`src/verilog/pml_pkg.sv`:
```
package pml_pkg;
	// ----------------------------------------
	// Register map
	// ----------------------------------------
	// 0x3041 is not a multiple of four: printed offsets are indices
	localparam logic [15:0] IDX_CTRL1   = 16'h3040;
	localparam logic [15:0] IDX_CTRL2   = 16'h3041;
	localparam logic [15:0] IDX_MODE    = 16'h3042;
	localparam logic [15:0] IDX_RESET   = 16'h3043;
	localparam logic [7:0]  CTRL1_RESET = 8'h1c;
	localparam logic [7:0]  CTRL2_RESET = 8'h00;

	// Control 1 fields
	localparam int C1_WFLAG  = 7;
	localparam int C1_WACK   = 6;
	localparam int C1_WIE    = 5;
	localparam int C1_DRE    = 4;
	localparam int C1_DSE    = 3;
	localparam int C1_DE     = 2;
	// Control 2 fields
	localparam int C2_DTRIP  = 2;
	localparam int C2_WTRIP  = 0;

	// Reset vector
	localparam logic [15:0] RESET_VECTOR = 16'hfffe;

	typedef enum logic [1:0] {
		PML_RUN  = 2'b00,
		PML_WAIT = 2'b01,
		PML_STOP = 2'b11,
		PML_BKGD = 2'b10
	} pml_mode_type;
endpackage

```
`src/verilog/pml_sync_if.sv`:
```
`timescale 1ns/1ns
interface pml_sync_if #(parameter int W = 4);
	logic [W-1:0] raw;
	logic [W-1:0] sync;
	modport src (output raw, input sync);
	modport dst (input raw, output sync);
endinterface

```
`src/verilog/pml_top.sv`:
```
`timescale 1ns/1ns
// Functional notes
// RQ1: Reset fetches vector at top of memory
// RQ2: Wait gates CPU clock, bus stays on
// RQ3: Wait or stop entry clears interrupt mask
// RQ4: Any interrupt wakes from wait
// RQ5: Wait allows background commands only, status commands flag an error
// RQ6: Background command in wait enters debug
// RQ7: Stop enters stop3 only if permitted
// RQ8: Stop3 halts clocks, standby regulator
// RQ9: Stop3 keeps all register state
// RQ10: Listed wake sources leave stop3
// RQ11: Reset exit fetches reset vector
// RQ12: RTC clock off when prescaler zero
// RQ13: Debug enabled keeps debug clock, regulation
// RQ14: Background wakes stop into debug
// RQ15: Detect in stop keeps regulator active
// RQ16: Detector off in stop unless enabled
// RQ17: Detector runs when enabled, trip selectable
// RQ18: Power-on sets both reset status bits
// RQ19: Detect reset holds until supply recovers
// RQ20: Warning sets flag and interrupt
// RQ21: Four warning thresholds per trip setting
// RQ22: Acknowledge clears flag if warning gone
// RQ23: Detect reset enable is write once
// RQ24: Analog outputs synchronised before use
module pml_top (
	input  wire logic        clk,
	input  wire logic        reset,
	input  wire logic        psel,
	input  wire logic        penable,
	input  wire logic        pwrite,
	input  wire logic [17:0] paddr,
	input  wire logic [31:0] pwdata,
	output logic      [31:0] prdata,
	output logic             pready,
	output logic             pslverr,
	input  wire logic        cpu_wait_exec,
	input  wire logic        cpu_stop_exec,
	input  wire logic        stop_permit,
	input  wire logic        debug_enable,
	input  wire logic        ics_keep_osc,
	input  wire logic        ics_keep_irc,
	input  wire logic [2:0]  rtc_prescaler_select,
	input  wire logic        irq_any,
	input  wire logic [6:0]  wake_src,
	input  wire logic        dbg_background_cmd,
	input  wire logic        dbg_status_cmd,
	input  wire logic        dbg_mem_cmd,
	input  wire logic        dbg_exit,
	input  wire logic        reset_pin,
	input  wire logic        por_raw,
	input  wire logic        detect_low_raw,
	input  wire logic        detect_high_raw,
	input  wire logic [7:0]  warn_raw,
	output logic             cpu_clk_en,
	output logic             bus_clk_en,
	output logic             debug_clk_en,
	output logic             osc_en,
	output logic             irc_en,
	output logic             rtc_clk_en,
	output logic             regulator_full,
	output logic             standby,
	output logic             detector_en,
	output logic [1:0]       detector_trip,
	output logic [3:0]       warn_level_sel,
	output logic             clear_int_mask,
	output logic             wake_to_isr,
	output logic             fetch_reset_vector,
	output logic [15:0]      vector_addr,
	output logic             system_reset,
	output logic             warn_irq,
	output logic             dbg_cmd_accept,
	output logic             dbg_cmd_error,
	output logic             dbg_active,
	output logic [1:0]       mode
);
	// ----------------------------------------
	// Analog input synchronisers
	// ----------------------------------------
	localparam int SW = 4;
	pml_sync_if #(.W(SW)) sif ();
	logic por_s;
	logic low_s;
	logic high_s;
	logic warn_s;
	logic [2:0] wsel;
	logic [7:0] ctrl1_r;
	logic [7:0] ctrl2_r;

	always_comb begin
		wsel = {ctrl2_r[pml_pkg::C2_DTRIP], ctrl2_r[1:0]};
	end
	assign sif.raw = {por_raw, detect_low_raw, detect_high_raw, warn_raw[wsel]};
	pml_sync #(.W(SW)) u_sync (
		.clk  (clk),
		.reset(reset),
		.port (sif.dst)
	);
	assign por_s  = sif.sync[3];                                   // RQ24
	assign low_s  = sif.sync[2];
	assign high_s = sif.sync[1];
	assign warn_s = sif.sync[0];                                   // RQ21

	// ----------------------------------------
	// Registers
	// ----------------------------------------
	logic         dre_locked_r;
	logic [1:0]   srs_r;
	logic         lv_hold_r;
	pml_pkg::pml_mode_type mode_r;
	pml_pkg::pml_mode_type mode_nxt;
	logic         det_stop_r;
	logic         dbg_stop_r;
	logic         vec_pending_r;
	logic         wr;
	logic         rd_ok;
	logic [15:0]  idx;
	logic         detect_s;
	logic         det_active;

	assign idx = paddr[17:2];
	assign wr  = psel && penable && pwrite;
	assign rd_ok = idx == pml_pkg::IDX_CTRL1 || idx == pml_pkg::IDX_CTRL2 ||
		idx == pml_pkg::IDX_MODE || idx == pml_pkg::IDX_RESET;
	assign pready  = 1'b1;
	assign pslverr = psel && penable && !rd_ok;

	always_ff @(posedge clk or posedge reset) begin
		if (reset) begin
			prdata <= 32'h0000_0000;
		end else if (psel && !penable) begin
			case (idx)
				pml_pkg::IDX_CTRL1: prdata <= {24'h00_0000, ctrl1_r};
				pml_pkg::IDX_CTRL2: prdata <= {24'h00_0000, ctrl2_r};
				pml_pkg::IDX_MODE:  prdata <= {30'h0000_0000, mode_r};
				pml_pkg::IDX_RESET: prdata <= {30'h0000_0000, srs_r};
				default:            prdata <= 32'h0000_0000;
			endcase
		end
	end

	// Control 1: flag is hardware set, ack reads as zero
	always_ff @(posedge clk or posedge reset) begin
		if (reset) begin
			ctrl1_r      <= pml_pkg::CTRL1_RESET;
			dre_locked_r <= 1'b0;
		end else begin
			if (wr && idx == pml_pkg::IDX_CTRL1) begin
				ctrl1_r[pml_pkg::C1_WIE] <= pwdata[pml_pkg::C1_WIE];
				ctrl1_r[pml_pkg::C1_DSE] <= pwdata[pml_pkg::C1_DSE];
				ctrl1_r[pml_pkg::C1_DE]  <= pwdata[pml_pkg::C1_DE];
				ctrl1_r[1:0]             <= pwdata[1:0];
				dre_locked_r             <= 1'b1;                  // RQ23
				if (!dre_locked_r)
					ctrl1_r[pml_pkg::C1_DRE] <= pwdata[pml_pkg::C1_DRE]; // RQ23
			end
			// Set beats ack: live warning keeps flag high
			if (det_active && warn_s)
				ctrl1_r[pml_pkg::C1_WFLAG] <= 1'b1;                 // RQ20
			else if (wr && idx == pml_pkg::IDX_CTRL1 && pwdata[pml_pkg::C1_WACK])
				ctrl1_r[pml_pkg::C1_WFLAG] <= 1'b0;                 // RQ22
			ctrl1_r[pml_pkg::C1_WACK] <= 1'b0;
		end
	end

	always_ff @(posedge clk or posedge reset) begin
		if (reset) begin
			ctrl2_r <= pml_pkg::CTRL2_RESET;
		end else if (wr && idx == pml_pkg::IDX_CTRL2) begin
			ctrl2_r <= {5'h00, pwdata[2:0]};
		end
	end

	// ----------------------------------------
	// Low-voltage detection and reset source
	// ----------------------------------------
	assign detect_s   = ctrl2_r[pml_pkg::C2_DTRIP] ? high_s : low_s;       // RQ17
	assign det_active = ctrl1_r[pml_pkg::C1_DE] &&
		(mode_r != pml_pkg::PML_STOP || det_stop_r);                      // RQ16
	assign detector_en   = det_active;                                     // RQ17
	assign detector_trip = {ctrl2_r[pml_pkg::C2_DTRIP], !ctrl2_r[pml_pkg::C2_DTRIP]};
	assign warn_level_sel = 4'h1 << ctrl2_r[1:0];                          // RQ21
	assign warn_irq = ctrl1_r[pml_pkg::C1_WFLAG] && ctrl1_r[pml_pkg::C1_WIE] &&
		ctrl1_r[pml_pkg::C1_DE];                                           // RQ20

	// Hold persists across the reset it causes; async clear only on the reset input
	always_ff @(posedge clk or posedge reset) begin
		if (reset) begin
			lv_hold_r <= 1'b0;
			srs_r     <= 2'b00;
		end else begin
			if (por_s) begin
				lv_hold_r <= 1'b1;                                  // RQ18
				srs_r     <= 2'b11;                                 // RQ18
			end else if (det_active && ctrl1_r[pml_pkg::C1_DRE] && detect_s) begin
				lv_hold_r <= 1'b1;                                  // RQ19
				srs_r     <= 2'b01;                                 // RQ19
			end else if (lv_hold_r && !low_s && !detect_s) begin
				lv_hold_r <= 1'b0;
			end
		end
	end
	assign system_reset = por_s || lv_hold_r || reset_pin;            // RQ11

	// ----------------------------------------
	// Power mode state machine
	// ----------------------------------------
	logic wake_stop;
	assign wake_stop = |wake_src;                                      // RQ10

	always_comb begin
		mode_nxt = mode_r;
		case (mode_r)
			pml_pkg::PML_RUN: begin
				if (cpu_wait_exec)
					mode_nxt = pml_pkg::PML_WAIT;
				else if (cpu_stop_exec && stop_permit)
					mode_nxt = pml_pkg::PML_STOP;                      // RQ7
			end
			pml_pkg::PML_WAIT: begin
				if (dbg_background_cmd)
					mode_nxt = pml_pkg::PML_BKGD;                      // RQ6
				else if (irq_any)
					mode_nxt = pml_pkg::PML_RUN;                       // RQ4
			end
			pml_pkg::PML_STOP: begin
				if (dbg_background_cmd && dbg_stop_r)
					mode_nxt = pml_pkg::PML_BKGD;                      // RQ14
				else if (wake_stop)
					mode_nxt = pml_pkg::PML_RUN;                       // RQ10
			end
			pml_pkg::PML_BKGD: begin
				if (dbg_exit)
					mode_nxt = pml_pkg::PML_RUN;
			end
			default: mode_nxt = pml_pkg::PML_RUN;
		endcase
	end

	// Reset pin returns to run through system reset
	always_ff @(posedge clk or posedge reset) begin
		if (reset) begin
			mode_r <= pml_pkg::PML_RUN;
		end else if (reset_pin || lv_hold_r || por_s) begin
			mode_r <= pml_pkg::PML_RUN;                             // RQ11
		end else begin
			mode_r <= mode_nxt;
		end
	end

	// Stop options latched at stop entry
	always_ff @(posedge clk or posedge reset) begin
		if (reset) begin
			det_stop_r <= 1'b0;
			dbg_stop_r <= 1'b0;
		end else if (mode_r == pml_pkg::PML_RUN && mode_nxt == pml_pkg::PML_STOP) begin
			det_stop_r <= ctrl1_r[pml_pkg::C1_DSE] || debug_enable;  // RQ16
			dbg_stop_r <= debug_enable;                              // RQ13
		end
	end

	always_ff @(posedge clk or posedge reset) begin
		if (reset) begin
			vec_pending_r <= 1'b1;
		end else begin
			vec_pending_r <= system_reset;
		end
	end
	assign fetch_reset_vector = vec_pending_r;                       // RQ1
	assign vector_addr        = pml_pkg::RESET_VECTOR;

	// ----------------------------------------
	// Mode outputs
	// ----------------------------------------
	logic in_stop;
	assign in_stop = mode_r == pml_pkg::PML_STOP;
	assign mode    = mode_r;
	assign cpu_clk_en   = mode_r == pml_pkg::PML_RUN || mode_r == pml_pkg::PML_BKGD; // RQ2
	assign bus_clk_en   = !in_stop;                                     // RQ8
	assign debug_clk_en = !in_stop || dbg_stop_r;                       // RQ13
	assign osc_en       = !in_stop || ics_keep_osc;                     // RQ8
	assign irc_en       = !in_stop || ics_keep_irc;                     // RQ8
	assign rtc_clk_en   = rtc_prescaler_select != 3'b000;               // RQ12
	assign regulator_full = !in_stop || dbg_stop_r ||
		(det_stop_r && ctrl1_r[pml_pkg::C1_DE]);                       // RQ15
	// State retained: no register here is cleared by stop
	assign standby      = in_stop;                                      // RQ9
	assign clear_int_mask = mode_r == pml_pkg::PML_RUN &&
		(cpu_wait_exec || (cpu_stop_exec && stop_permit));               // RQ3
	assign wake_to_isr  = (mode_r == pml_pkg::PML_WAIT && irq_any && !dbg_background_cmd) ||
		(in_stop && wake_stop && !(dbg_background_cmd && dbg_stop_r));   // RQ4
	assign dbg_active   = mode_r == pml_pkg::PML_BKGD;

	// Debug command filtering in low-power modes
	always_comb begin
		dbg_cmd_accept = 1'b0;
		dbg_cmd_error  = 1'b0;
		case (mode_r)
			pml_pkg::PML_WAIT, pml_pkg::PML_STOP: begin
				dbg_cmd_accept = dbg_background_cmd &&
					(mode_r == pml_pkg::PML_WAIT || dbg_stop_r);        // RQ5
				dbg_cmd_error  = dbg_status_cmd;                        // RQ5
			end
			default: dbg_cmd_accept = dbg_background_cmd || dbg_status_cmd ||
				dbg_mem_cmd;
		endcase
	end

	// ----------------------------------------
	// Assertions
	// ----------------------------------------
	a_wait_entry: assert property (@(posedge clk) disable iff (reset)
		mode_r == pml_pkg::PML_RUN && cpu_wait_exec && !system_reset
		|=> mode_r == pml_pkg::PML_WAIT) // RQ2
		else $error("wait not entered");
	a_stop_gate: assert property (@(posedge clk) disable iff (reset)
		mode_r == pml_pkg::PML_RUN && cpu_stop_exec && !stop_permit && !cpu_wait_exec
		|=> mode_r == pml_pkg::PML_RUN) // RQ7
		else $error("stop entered without permit");
	a_wait_clk: assert property (@(posedge clk) disable iff (reset)
		mode_r == pml_pkg::PML_WAIT |-> !cpu_clk_en && bus_clk_en && regulator_full) // RQ2
		else $error("wait clocking wrong");
	a_wait_wake: assert property (@(posedge clk) disable iff (reset)
		mode_r == pml_pkg::PML_WAIT && irq_any && !dbg_background_cmd && !system_reset
		|=> mode_r == pml_pkg::PML_RUN) // RQ4
		else $error("wait wake missed");
	a_dbg_stop_reg: assert property (@(posedge clk) disable iff (reset)
		in_stop && dbg_stop_r |-> regulator_full && debug_clk_en) // RQ13
		else $error("debug stop regulation lost");
	a_warn_flag: assert property (@(posedge clk) disable iff (reset)
		det_active && warn_s |=> ctrl1_r[pml_pkg::C1_WFLAG]) // RQ20
		else $error("warning flag not set");
	a_dre_once: assert property (@(posedge clk) disable iff (reset)
		dre_locked_r |=> $stable(ctrl1_r[pml_pkg::C1_DRE])) // RQ23
		else $error("reset enable changed twice");
	a_rtc_off: assert property (@(posedge clk) disable iff (reset)
		rtc_prescaler_select == 3'b000 |-> !rtc_clk_en) // RQ12
		else $error("rtc clock not gated");
	a_por_srs: assert property (@(posedge clk) disable iff (reset)
		por_s |=> srs_r == 2'b11 && lv_hold_r) // RQ18
		else $error("power-on status wrong");
endmodule

```
`src/verilog/pml_sync.sv`:
```
`timescale 1ns/1ns
module pml_sync #(
	parameter int W = 4
) (
	input  wire logic clk,
	input  wire logic reset,
	pml_sync_if.dst   port
);
	logic [W-1:0] meta_r;
	logic [W-1:0] sync_r;

	// Stage one feeds stage two only
	always_ff @(posedge clk or posedge reset) begin
		if (reset) begin
			meta_r <= '0;
			sync_r <= '0;
		end else begin
			meta_r <= port.raw;
			sync_r <= meta_r;
		end
	end
	assign port.sync = sync_r;
endmodule

```
`config.mk`:
```
export PLATFORM = sky130hd
export DESIGN_NAME = pml_top
export DESIGN_NICKNAME = d
export VERILOG_FILES = /design/src/verilog/pml_pkg.sv /design/src/verilog/pml_sync_if.sv /design/src/verilog/pml_top.sv /design/src/verilog/pml_sync.sv
export SDC_FILE = /design/constraint.sdc
export NUM_CORES = 1
export LEC_CHECK = 0
export BUFFER_PORTS_ARGS = -buffer_cell sky130_fd_sc_hd__buf_2
export CAP_MARGIN = 10
export CORE_MARGIN = 8
export CORE_UTILIZATION = 35
export DETAILED_ROUTE_END_ITERATION = 8
export PLACE_DENSITY = 0.74
export SLEW_MARGIN = 40
export SYNTH_ARGS = -nofsm -noshare
export SYNTH_HDL_FRONTEND = slang
export SYNTH_SLANG_ARGS = --single-unit
```
`constraint.sdc`:
```
create_clock -name clk -period 2.21 [get_ports clk]
set_clock_uncertainty 0.05 [all_clocks]
set_input_delay 0.442 -clock clk [delete_from_list [all_inputs] [get_ports clk]]
set_output_delay 0.442 -clock clk [all_outputs]
set_load 0.01 [all_outputs]
```
==> results of run 1 <==
==> placed cells by master, fill, tap and decap left out, drive strengths merged, types with 2 or more instances in the layout <==
master | Yosys | routed
buf | 44 | 101
conb | 2 | 42
dfrtp | 30 | 30
mux2 | 11 | 11
nand2 | 10 | 10
nor4 | 8 | 8
nand2b | 7 | 7
nor2 | 7 | 7
clkbuf | 4 | 7
inv | 6 | 6
nor2b | 6 | 6
a22o | 4 | 4
mux4 | 4 | 4
a21oi | 4 | 4
dfstp | 4 | 4
nand4 | 3 | 3
o21ai | 3 | 3
a21o | 3 | 3
or3 | 3 | 3
or2 | 3 | 3
nor4b | 3 | 3
nor3 | 2 | 2
and3 | 2 | 2
and2 | 2 | 2
a31oi | 2 | 2
==> through the flow <==
step,total power [uW],utilization (%)
finish,1280,45.6
CTS,1290,45.5
detailed placement,829,43.8
floorplan,801,-
global route,1350,45.6
global placement,824,43.8
==> tightest hold or removal path, stage by stage <==
cell and delay (ns):
sky130_fd_sc_hd__buf_2 0.09, sky130_fd_sc_hd__inv_1 0.04, sky130_fd_sc_hd__buf_4 0.36
==> flip-flops by register name, summed over array words and instances, names as in the netlist <==
name / cells
dre_locked_r: 1
ctrl2_r: 3
srs_r: 2
u_sync.port.sync: 4
prdata: 7
det_stop_r: 1
ctrl1_r: 7
fetch_reset_vector: 1
dbg_stop_r: 1
lv_hold_r: 1
mode: 2
u_sync.meta_r: 4
==> kinds of logic after synthesis <==
family	synth area share, %
buffers and inverters	18.8
multiplexers	12.3
other	0.379
flip-flops	43.2
AND/OR/NAND/NOR	17.8
AO/OA/AOI/OAI	7.52
==> metal layers <==
| layer | GRT usage (%) | vias to the layer above | wire (um) |
|---|---|---|---|
| li1 | - | 764 | - |
| met1 | 12.5 | 701 | 1910 |
| met2 | 20.9 | 76 | 2550 |
| met3 | 6.17 | 4 | 475 |
| met4 | 2.73 | 0 | 46 |
| met5 | 0 | - | 0 |
==> synth_stat cells (all sizes together) <==
library cell / n
a21o: 3
a21oi: 4
a221o: 1
a22o: 4
a2bb2oi: 1
a311oi: 1
a31oi: 2
and2: 2
and3: 2
buf: 44
clkbuf: 4
conb: 2
dfrtp: 30
dfstp: 4
inv: 6
mux2: 11
mux2i: 1
mux4: 4
nand2: 10
nand2b: 7
nand3: 1
nand4: 3
nor2: 7
nor2b: 6
nor3: 2
nor4: 8
nor4b: 3
o2111ai: 1
o21a: 1
o21ai: 3
or2: 3
or3: 3
or4: 1
==> how the worst max path moves through the flow <==
stage             endpoint  cells after the start         from  slack [ns]
2_1_floorplan  wake_to_isr                      4  wake_src[2]        0.20
3_3_place_gp   wake_to_isr                      6  wake_src[2]       0.008
3_5_place_dp   wake_to_isr                      6  wake_src[2]        0.02
4_1_cts        wake_to_isr                      6  wake_src[2]        0.02
5_1_grt        wake_to_isr                      6  wake_src[2]        0.04
6_report       wake_to_isr                      6  wake_src[2]        0.09
==> power groups by stage <==
| stage | logic [uW] | registers [uW] | clock network [uW] |
|---|---|---|---|
| CTS | 166 | 652 | 475 |
| finish | 168 | 652 | 462 |
| global route | 188 | 654 | 507 |
| detailed placement | 166 | 664 | 0 |
| global placement | 161 | 663 | 0 |
| floorplan | 140 | 661 | 0 |
==> area by class of cell <==
type	count	area (um^2)
fill	544	2980
clock inverter	1	5.00
sequential	34	857
tap	72	90.1
multi-input combinational	137	908
timing repair buffer	101	526
inverter	6	22.5
clock buffer	7	86.3
==> impl_results.md, run 1 <==
- Sequential Power Share: 50.9%
- Post-detailed-route DRC marker count: 0
- Number of standard cells in the layout, taps in and fillers out: 358
- Netlist cell types: 37
- Logic gate share of total power: 13.1%
- Synth Area per Inst: 10.7 um^2
- Outcome: completed
- Slack of the worst reg-to-reg path: 0.76 ns
- Clk_lat worst skew: 0.28 ns
- Horiz. Die Dim: 91.2 um
- Pre-CTS WS: 0.0222 ns
- Worst setup path category: in -> out
- Die Footprint: 8320 um^2
- Longest individual stage delay on the worst path: 0.52 ns
- Net switching power of the design: 320 uW
- Post-DR wirelength/cell: 13.9 um
- Placer congestion estimate: 0.788
- Critical-path cell with the highest stage delay: sky130_fd_sc_hd__or4_1
- Number of nets with antenna violations after detailed routing: 0
- Synth warn: 0
- Vertical extent of the die: 91.2 um
- Half-perimeter wire length after detailed placement: 4.22 mm
- Cell internal pwr: 961 uW
- Maximum resistive drop on vdd: 406 uV
- CP Capture Type: output port
- Final Max Slew Viols: 0
- Htree depth: 2
- GRT Util Overall: 12.0%
- Post-CTS setup repair buffer count: 0
- Final WL: 4.98 mm
- Total negative setup slack: 0 ns
- Synth Instances: 185
- Antenna violations before repair: 0
- Kind of start point of the critical path: input pin
- Share of final-layout standard cells stronger than drive strength 1: 47.2%
- Via count of the first global-routing pass: 1729
- Clock root buffer master: sky130_fd_sc_hd__clkbuf_8
- Count of cells along the worst register-to-register path: 4
- Diodes inserted: 0
- Clock edge transition at the registers on the reported setup and hold paths: 0.07 ns
- Core area: 5470 um^2
- Count of placed standard cells including taps: 350
- Hold violation count in the final report: 0
- Pin count of the biggest net entering global routing: 35
- Post-synthesis sequential area ratio: 43.2%
- Cell type group with the largest total delay on the critical path: simple AND/OR/NAND/NOR gates
- Area Growth Syn to Fin: 26.0%
- Final design area excluding fillers: 2490 um^2
- Placement Cell Area: 2400 um^2
- Max-cap violations: 0
- Num rows: 27
- Worst-path maximum fanout: 2
- Initial DRC Count: 59
- Clock sink count: 34
- Combined area of all synthesized cells: 1980 um^2
- Number of vias in the routed layout: 1545
- Largest buffer count on any clock path: 2
- Length of the first detailed-routing pass in iterations: 4
- Share of Yosys cell area claimed by the top area cell type: 37.9%
- Final worst-path cycle share: 95.9%
- Final worst-path setup slack: 0.0904 ns
- Number of buffers and inverters on the critical path: 2
- Clk pwr share: 36.0%
- Post-cts resize count: 0
- Crit Reg-Reg Endpoint: dbg_stop_r
- Total congestion overflow after global routing: 0
- Static leakage: 0.00130 uW
- Critical R2R Launch: mode[0]
- Highest Clock Rate: 472 MHz
- Switching part of the total power: 25.0%
- Number of port buffers: 93
- Final layout net count: 373
- Setup repair after global routing missed its margin: false
- Starting Density: 36.2%
- Num CTS Buffers: 5
- Arrival @ worst endpoint: 1.63 ns
- Required time at the endpoint of the critical path: 1.72 ns
- Worst path cell trace: buf_2 -> or4_1 -> nor4_2 -> a2bb2oi_1 -> nor2_1 -> buf_2
- Worst Hold Slack: 0.187 ns
- Power density cells: 514 nW/um^2
- Hold buffers post-CTS: 0
- Classification of the worst-slack hold path: in -> async
- Clock tree from TritonCTS: yes
- Cell occurring most often along the worst timing path: sky130_fd_sc_hd__buf_2
- Cell types occupying the most area after synthesis: sky130_fd_sc_hd__dfrtp_1 38%, sky130_fd_sc_hd__buf_4 16%, sky130_fd_sc_hd__dfstp_2 5.3%
- Global-route wire length before repair: 8.11 mm
- Final setup violating endpoints: 0
- Count of pins on the block boundary: 163
- Biggest area consumer among synthesized cells: sky130_fd_sc_hd__dfrtp_1
- Via density: 4.32
- Number of storage elements in the synthesis netlist: 34
- Shortest clock period the worst path allows after layout: 2.12 ns
Note: power is estimated with default switching activity, not from simulation.
==> inputs of run 2 (changes only) <==
SETUP_SLACK_MARGIN = 0.3   (was default)
==> impl_results.md, run 2 (same netlist as run 1, synthesis figures left out) <==
- Total negative setup slack: 0 ns (unchanged)
- Critical-path cell with the highest stage delay: sky130_fd_sc_hd__or4_4
- Arrival @ worst endpoint: 1.58 ns (-0.05 ns)
- Static leakage: 0.00132 uW (+2.1%)
- Final setup violating endpoints: 0 (unchanged)
- CP Capture Type: output port
- Global-route wire length before repair: 8.07 mm (-0.59%)
- Clock edge transition at the registers on the reported setup and hold paths: 0.06 ns (about the same)
- Half-perimeter wire length after detailed placement: 4.21 mm (about the same)
- Critical R2R Launch: ctrl2_r[2]
- Core area: 5470 um^2 (unchanged)
- Hold buffers post-CTS: 0 (unchanged)
- Initial DRC Count: 52 (-12%)
- Count of placed standard cells including taps: 349 (-0.29%)
- Post-detailed-route DRC marker count: 0 (unchanged)
- Number of standard cells in the layout, taps in and fillers out: 362 (+1.1%)
- Worst setup path category: in -> out
- Number of nets with antenna violations after detailed routing: 0 (unchanged)
- Vertical extent of the die: 91.2 um (unchanged)
- Longest individual stage delay on the worst path: 0.53 ns (about the same)
- Clock tree from TritonCTS: yes
- Antenna violations before repair: 0 (unchanged)
- Length of the first detailed-routing pass in iterations: 4 (unchanged)
- Share of final-layout standard cells stronger than drive strength 1: 48.8% (+1.6 points)
- Via density: 4.37 (+1.2%)
- Outcome: completed
- Hold violation count in the final report: 0 (unchanged)
- Sequential Power Share: 50.7% (-0.2 points)
- Number of inserted filler cells in the final layout: 545 (+0.18%)
- Most frequent standard cell in the layout excluding fill and tap cells: sky130_fd_sc_hd__buf_2
- Cell internal pwr: 970 uW (+0.94%)
- Clock sink count: 34 (unchanged)
- Horiz. Die Dim: 91.2 um (unchanged)
- Post-DR wirelength/cell: 13.8 um (-0.47%)
- Number of vias in the routed layout: 1581 (+2.3%)
- Clk pwr share: 35.4% (-0.6 points)
- Final Max Slew Viols: 0 (unchanged)
- Final layout net count: 376 (+0.80%)
- Placer congestion estimate: 0.804 (+2.0%)
- Switching part of the total power: 24.5% (-0.51 points)
- Largest registers: ctrl1_r (7), prdata (7)
- Starting Density: 36.2% (unchanged)
- Required time at the endpoint of the critical path: 1.72 ns (about the same)
- Largest buffer count on any clock path: 2 (unchanged)
- Power after layout: 1290 uW (+0.27%)
- Cell type group with the largest total delay on the critical path: simple AND/OR/NAND/NOR gates
- Total congestion overflow after global routing: 0 (unchanged)
- Pin count of the biggest net entering global routing: 35 (unchanged)
- GRT Util Overall: 12.0% (-0.015 points)
- Clk_lat worst skew: 0.28 ns (about the same)
- Num CTS Buffers: 5 (unchanged)
- Logic gate share of total power: 13.9% (+0.8 points)
- Maximum resistive drop on vdd: 294 uV (-28%)
- Worst-path maximum fanout: 2 (unchanged)
- Worst setup path startpoint: wake_src[2]
- Count of cells along the worst register-to-register path: 4 (unchanged)
- Number of buffers and inverters on the critical path: 2 (unchanged)
- Power density cells: 499 nW/um^2 (-2.8%)
- Classification of the worst-slack hold path: in -> async
- Count of pins on the block boundary: 163 (unchanged)
- Kind of start point of the critical path: input pin
- Final worst-path cycle share: 93.9% (-2.0 points)
- Worst path cell trace: buf_6 -> or4_4 -> nor4_4 -> a2bb2oi_2 -> nor2_1 -> buf_2
- Via count of the first global-routing pass: 1769 (+2.3%)
- Htree depth: 2 (unchanged)
- Shortest clock period the worst path allows after layout: 2.08 ns (-0.0435 ns)
- Die Footprint: 8320 um^2 (unchanged)
- Final WL: 5.01 mm (+0.64%)
- Highest Clock Rate: 482 MHz (+2.1%)
- Number of port buffers: 93 (unchanged)
- Net switching power of the design: 315 uW (-1.8%)
- Slack of the worst reg-to-reg path: 0.70 ns (-0.06 ns)
- Setup repair after global routing missed its margin: true
- Num rows: 27 (unchanged)
- Max-cap violations: 0 (unchanged)
- Highest-count cells in the layout ignoring fill and taps: 90 x sky130_fd_sc_hd__buf_2, 42 x sky130_fd_sc_hd__conb_1, 29 x sky130_fd_sc_hd__dfrtp_1
- Clock root buffer master: sky130_fd_sc_hd__clkbuf_8
- Area Growth Syn to Fin: 30.0%
- Stages on the worst setup path: 6 (unchanged)
[run 2: timing repair]
item                       in CTS  in global routing
setup endpoints to repair       7                  2
cloned                          0                  0
pin swaps                       1                  2
buffers inserted                2                  2
gates resized for setup         4                  6
[run 2: layout make-up]
type	count	area, um^2	area share, %
clock buffer	8	90.1	3.50
inverter	6	22.5	0.875
timing repair buffer	104	567	22.0
antenna	1	2.50	0.0972
sequential	34	857	33.3
tap	72	90.1	3.50
multi-input combinational	137	945	36.7
[run 2: power groups by stage]
| stage | sequential (uW) | clock, uW | combinational [uW] |
|---|---|---|---|
| floorplan | 661 | 0 | 140 |
| global placement | 663 | 0 | 161 |
| detailed placement | 663 | 0 | 166 |
| CTS | 651 | 472 | 169 |
| global route | 653 | 502 | 199 |
| finish | 652 | 455 | 178 |
[run 2: tightest hold or removal path, cell delays in order]
cell                    delay (ns)
sky130_fd_sc_hd__buf_2        0.09
sky130_fd_sc_hd__inv_1        0.04
sky130_fd_sc_hd__buf_4        0.36
[run 2: worst paths after layout]
path / endpoint
worst max-delay path: wake_to_isr
worst min-delay path: u_sync.meta_r[3]
worst min register to register: u_sync.port.sync[1]
worst max register to register: lv_hold_r
max in group asynchronous: fetch_reset_vector
min in group clk: u_sync.meta_r[3]
[run 2: metal layers]
layer / wire, um / up-vias / GRT usage [%] / share of wire, %
met4: 68 / 0 / 4.77 / 1.4
met5: 0 / - / 0 / 0
met3: 452 / 10 / 5.60 / 9.0
li1: - / 767 / - / -
met1: 1840 / 729 / 12.0 / 37
met2: 2650 / 75 / 20.9 / 53
[run 2: stage by stage]
step	instance area (um^2)	setup slack, ns	hold WS, ns	util, %
floorplan	2140	0.271	0.281	-
global placement	2390	0.0756	0.284	43.8
detailed placement	2390	0.0495	0.286	43.8
CTS	2520	0.0648	0.190	46.0
global route	2570	0.0610	0.204	47.0
finish	2570	0.134	0.185	47.0
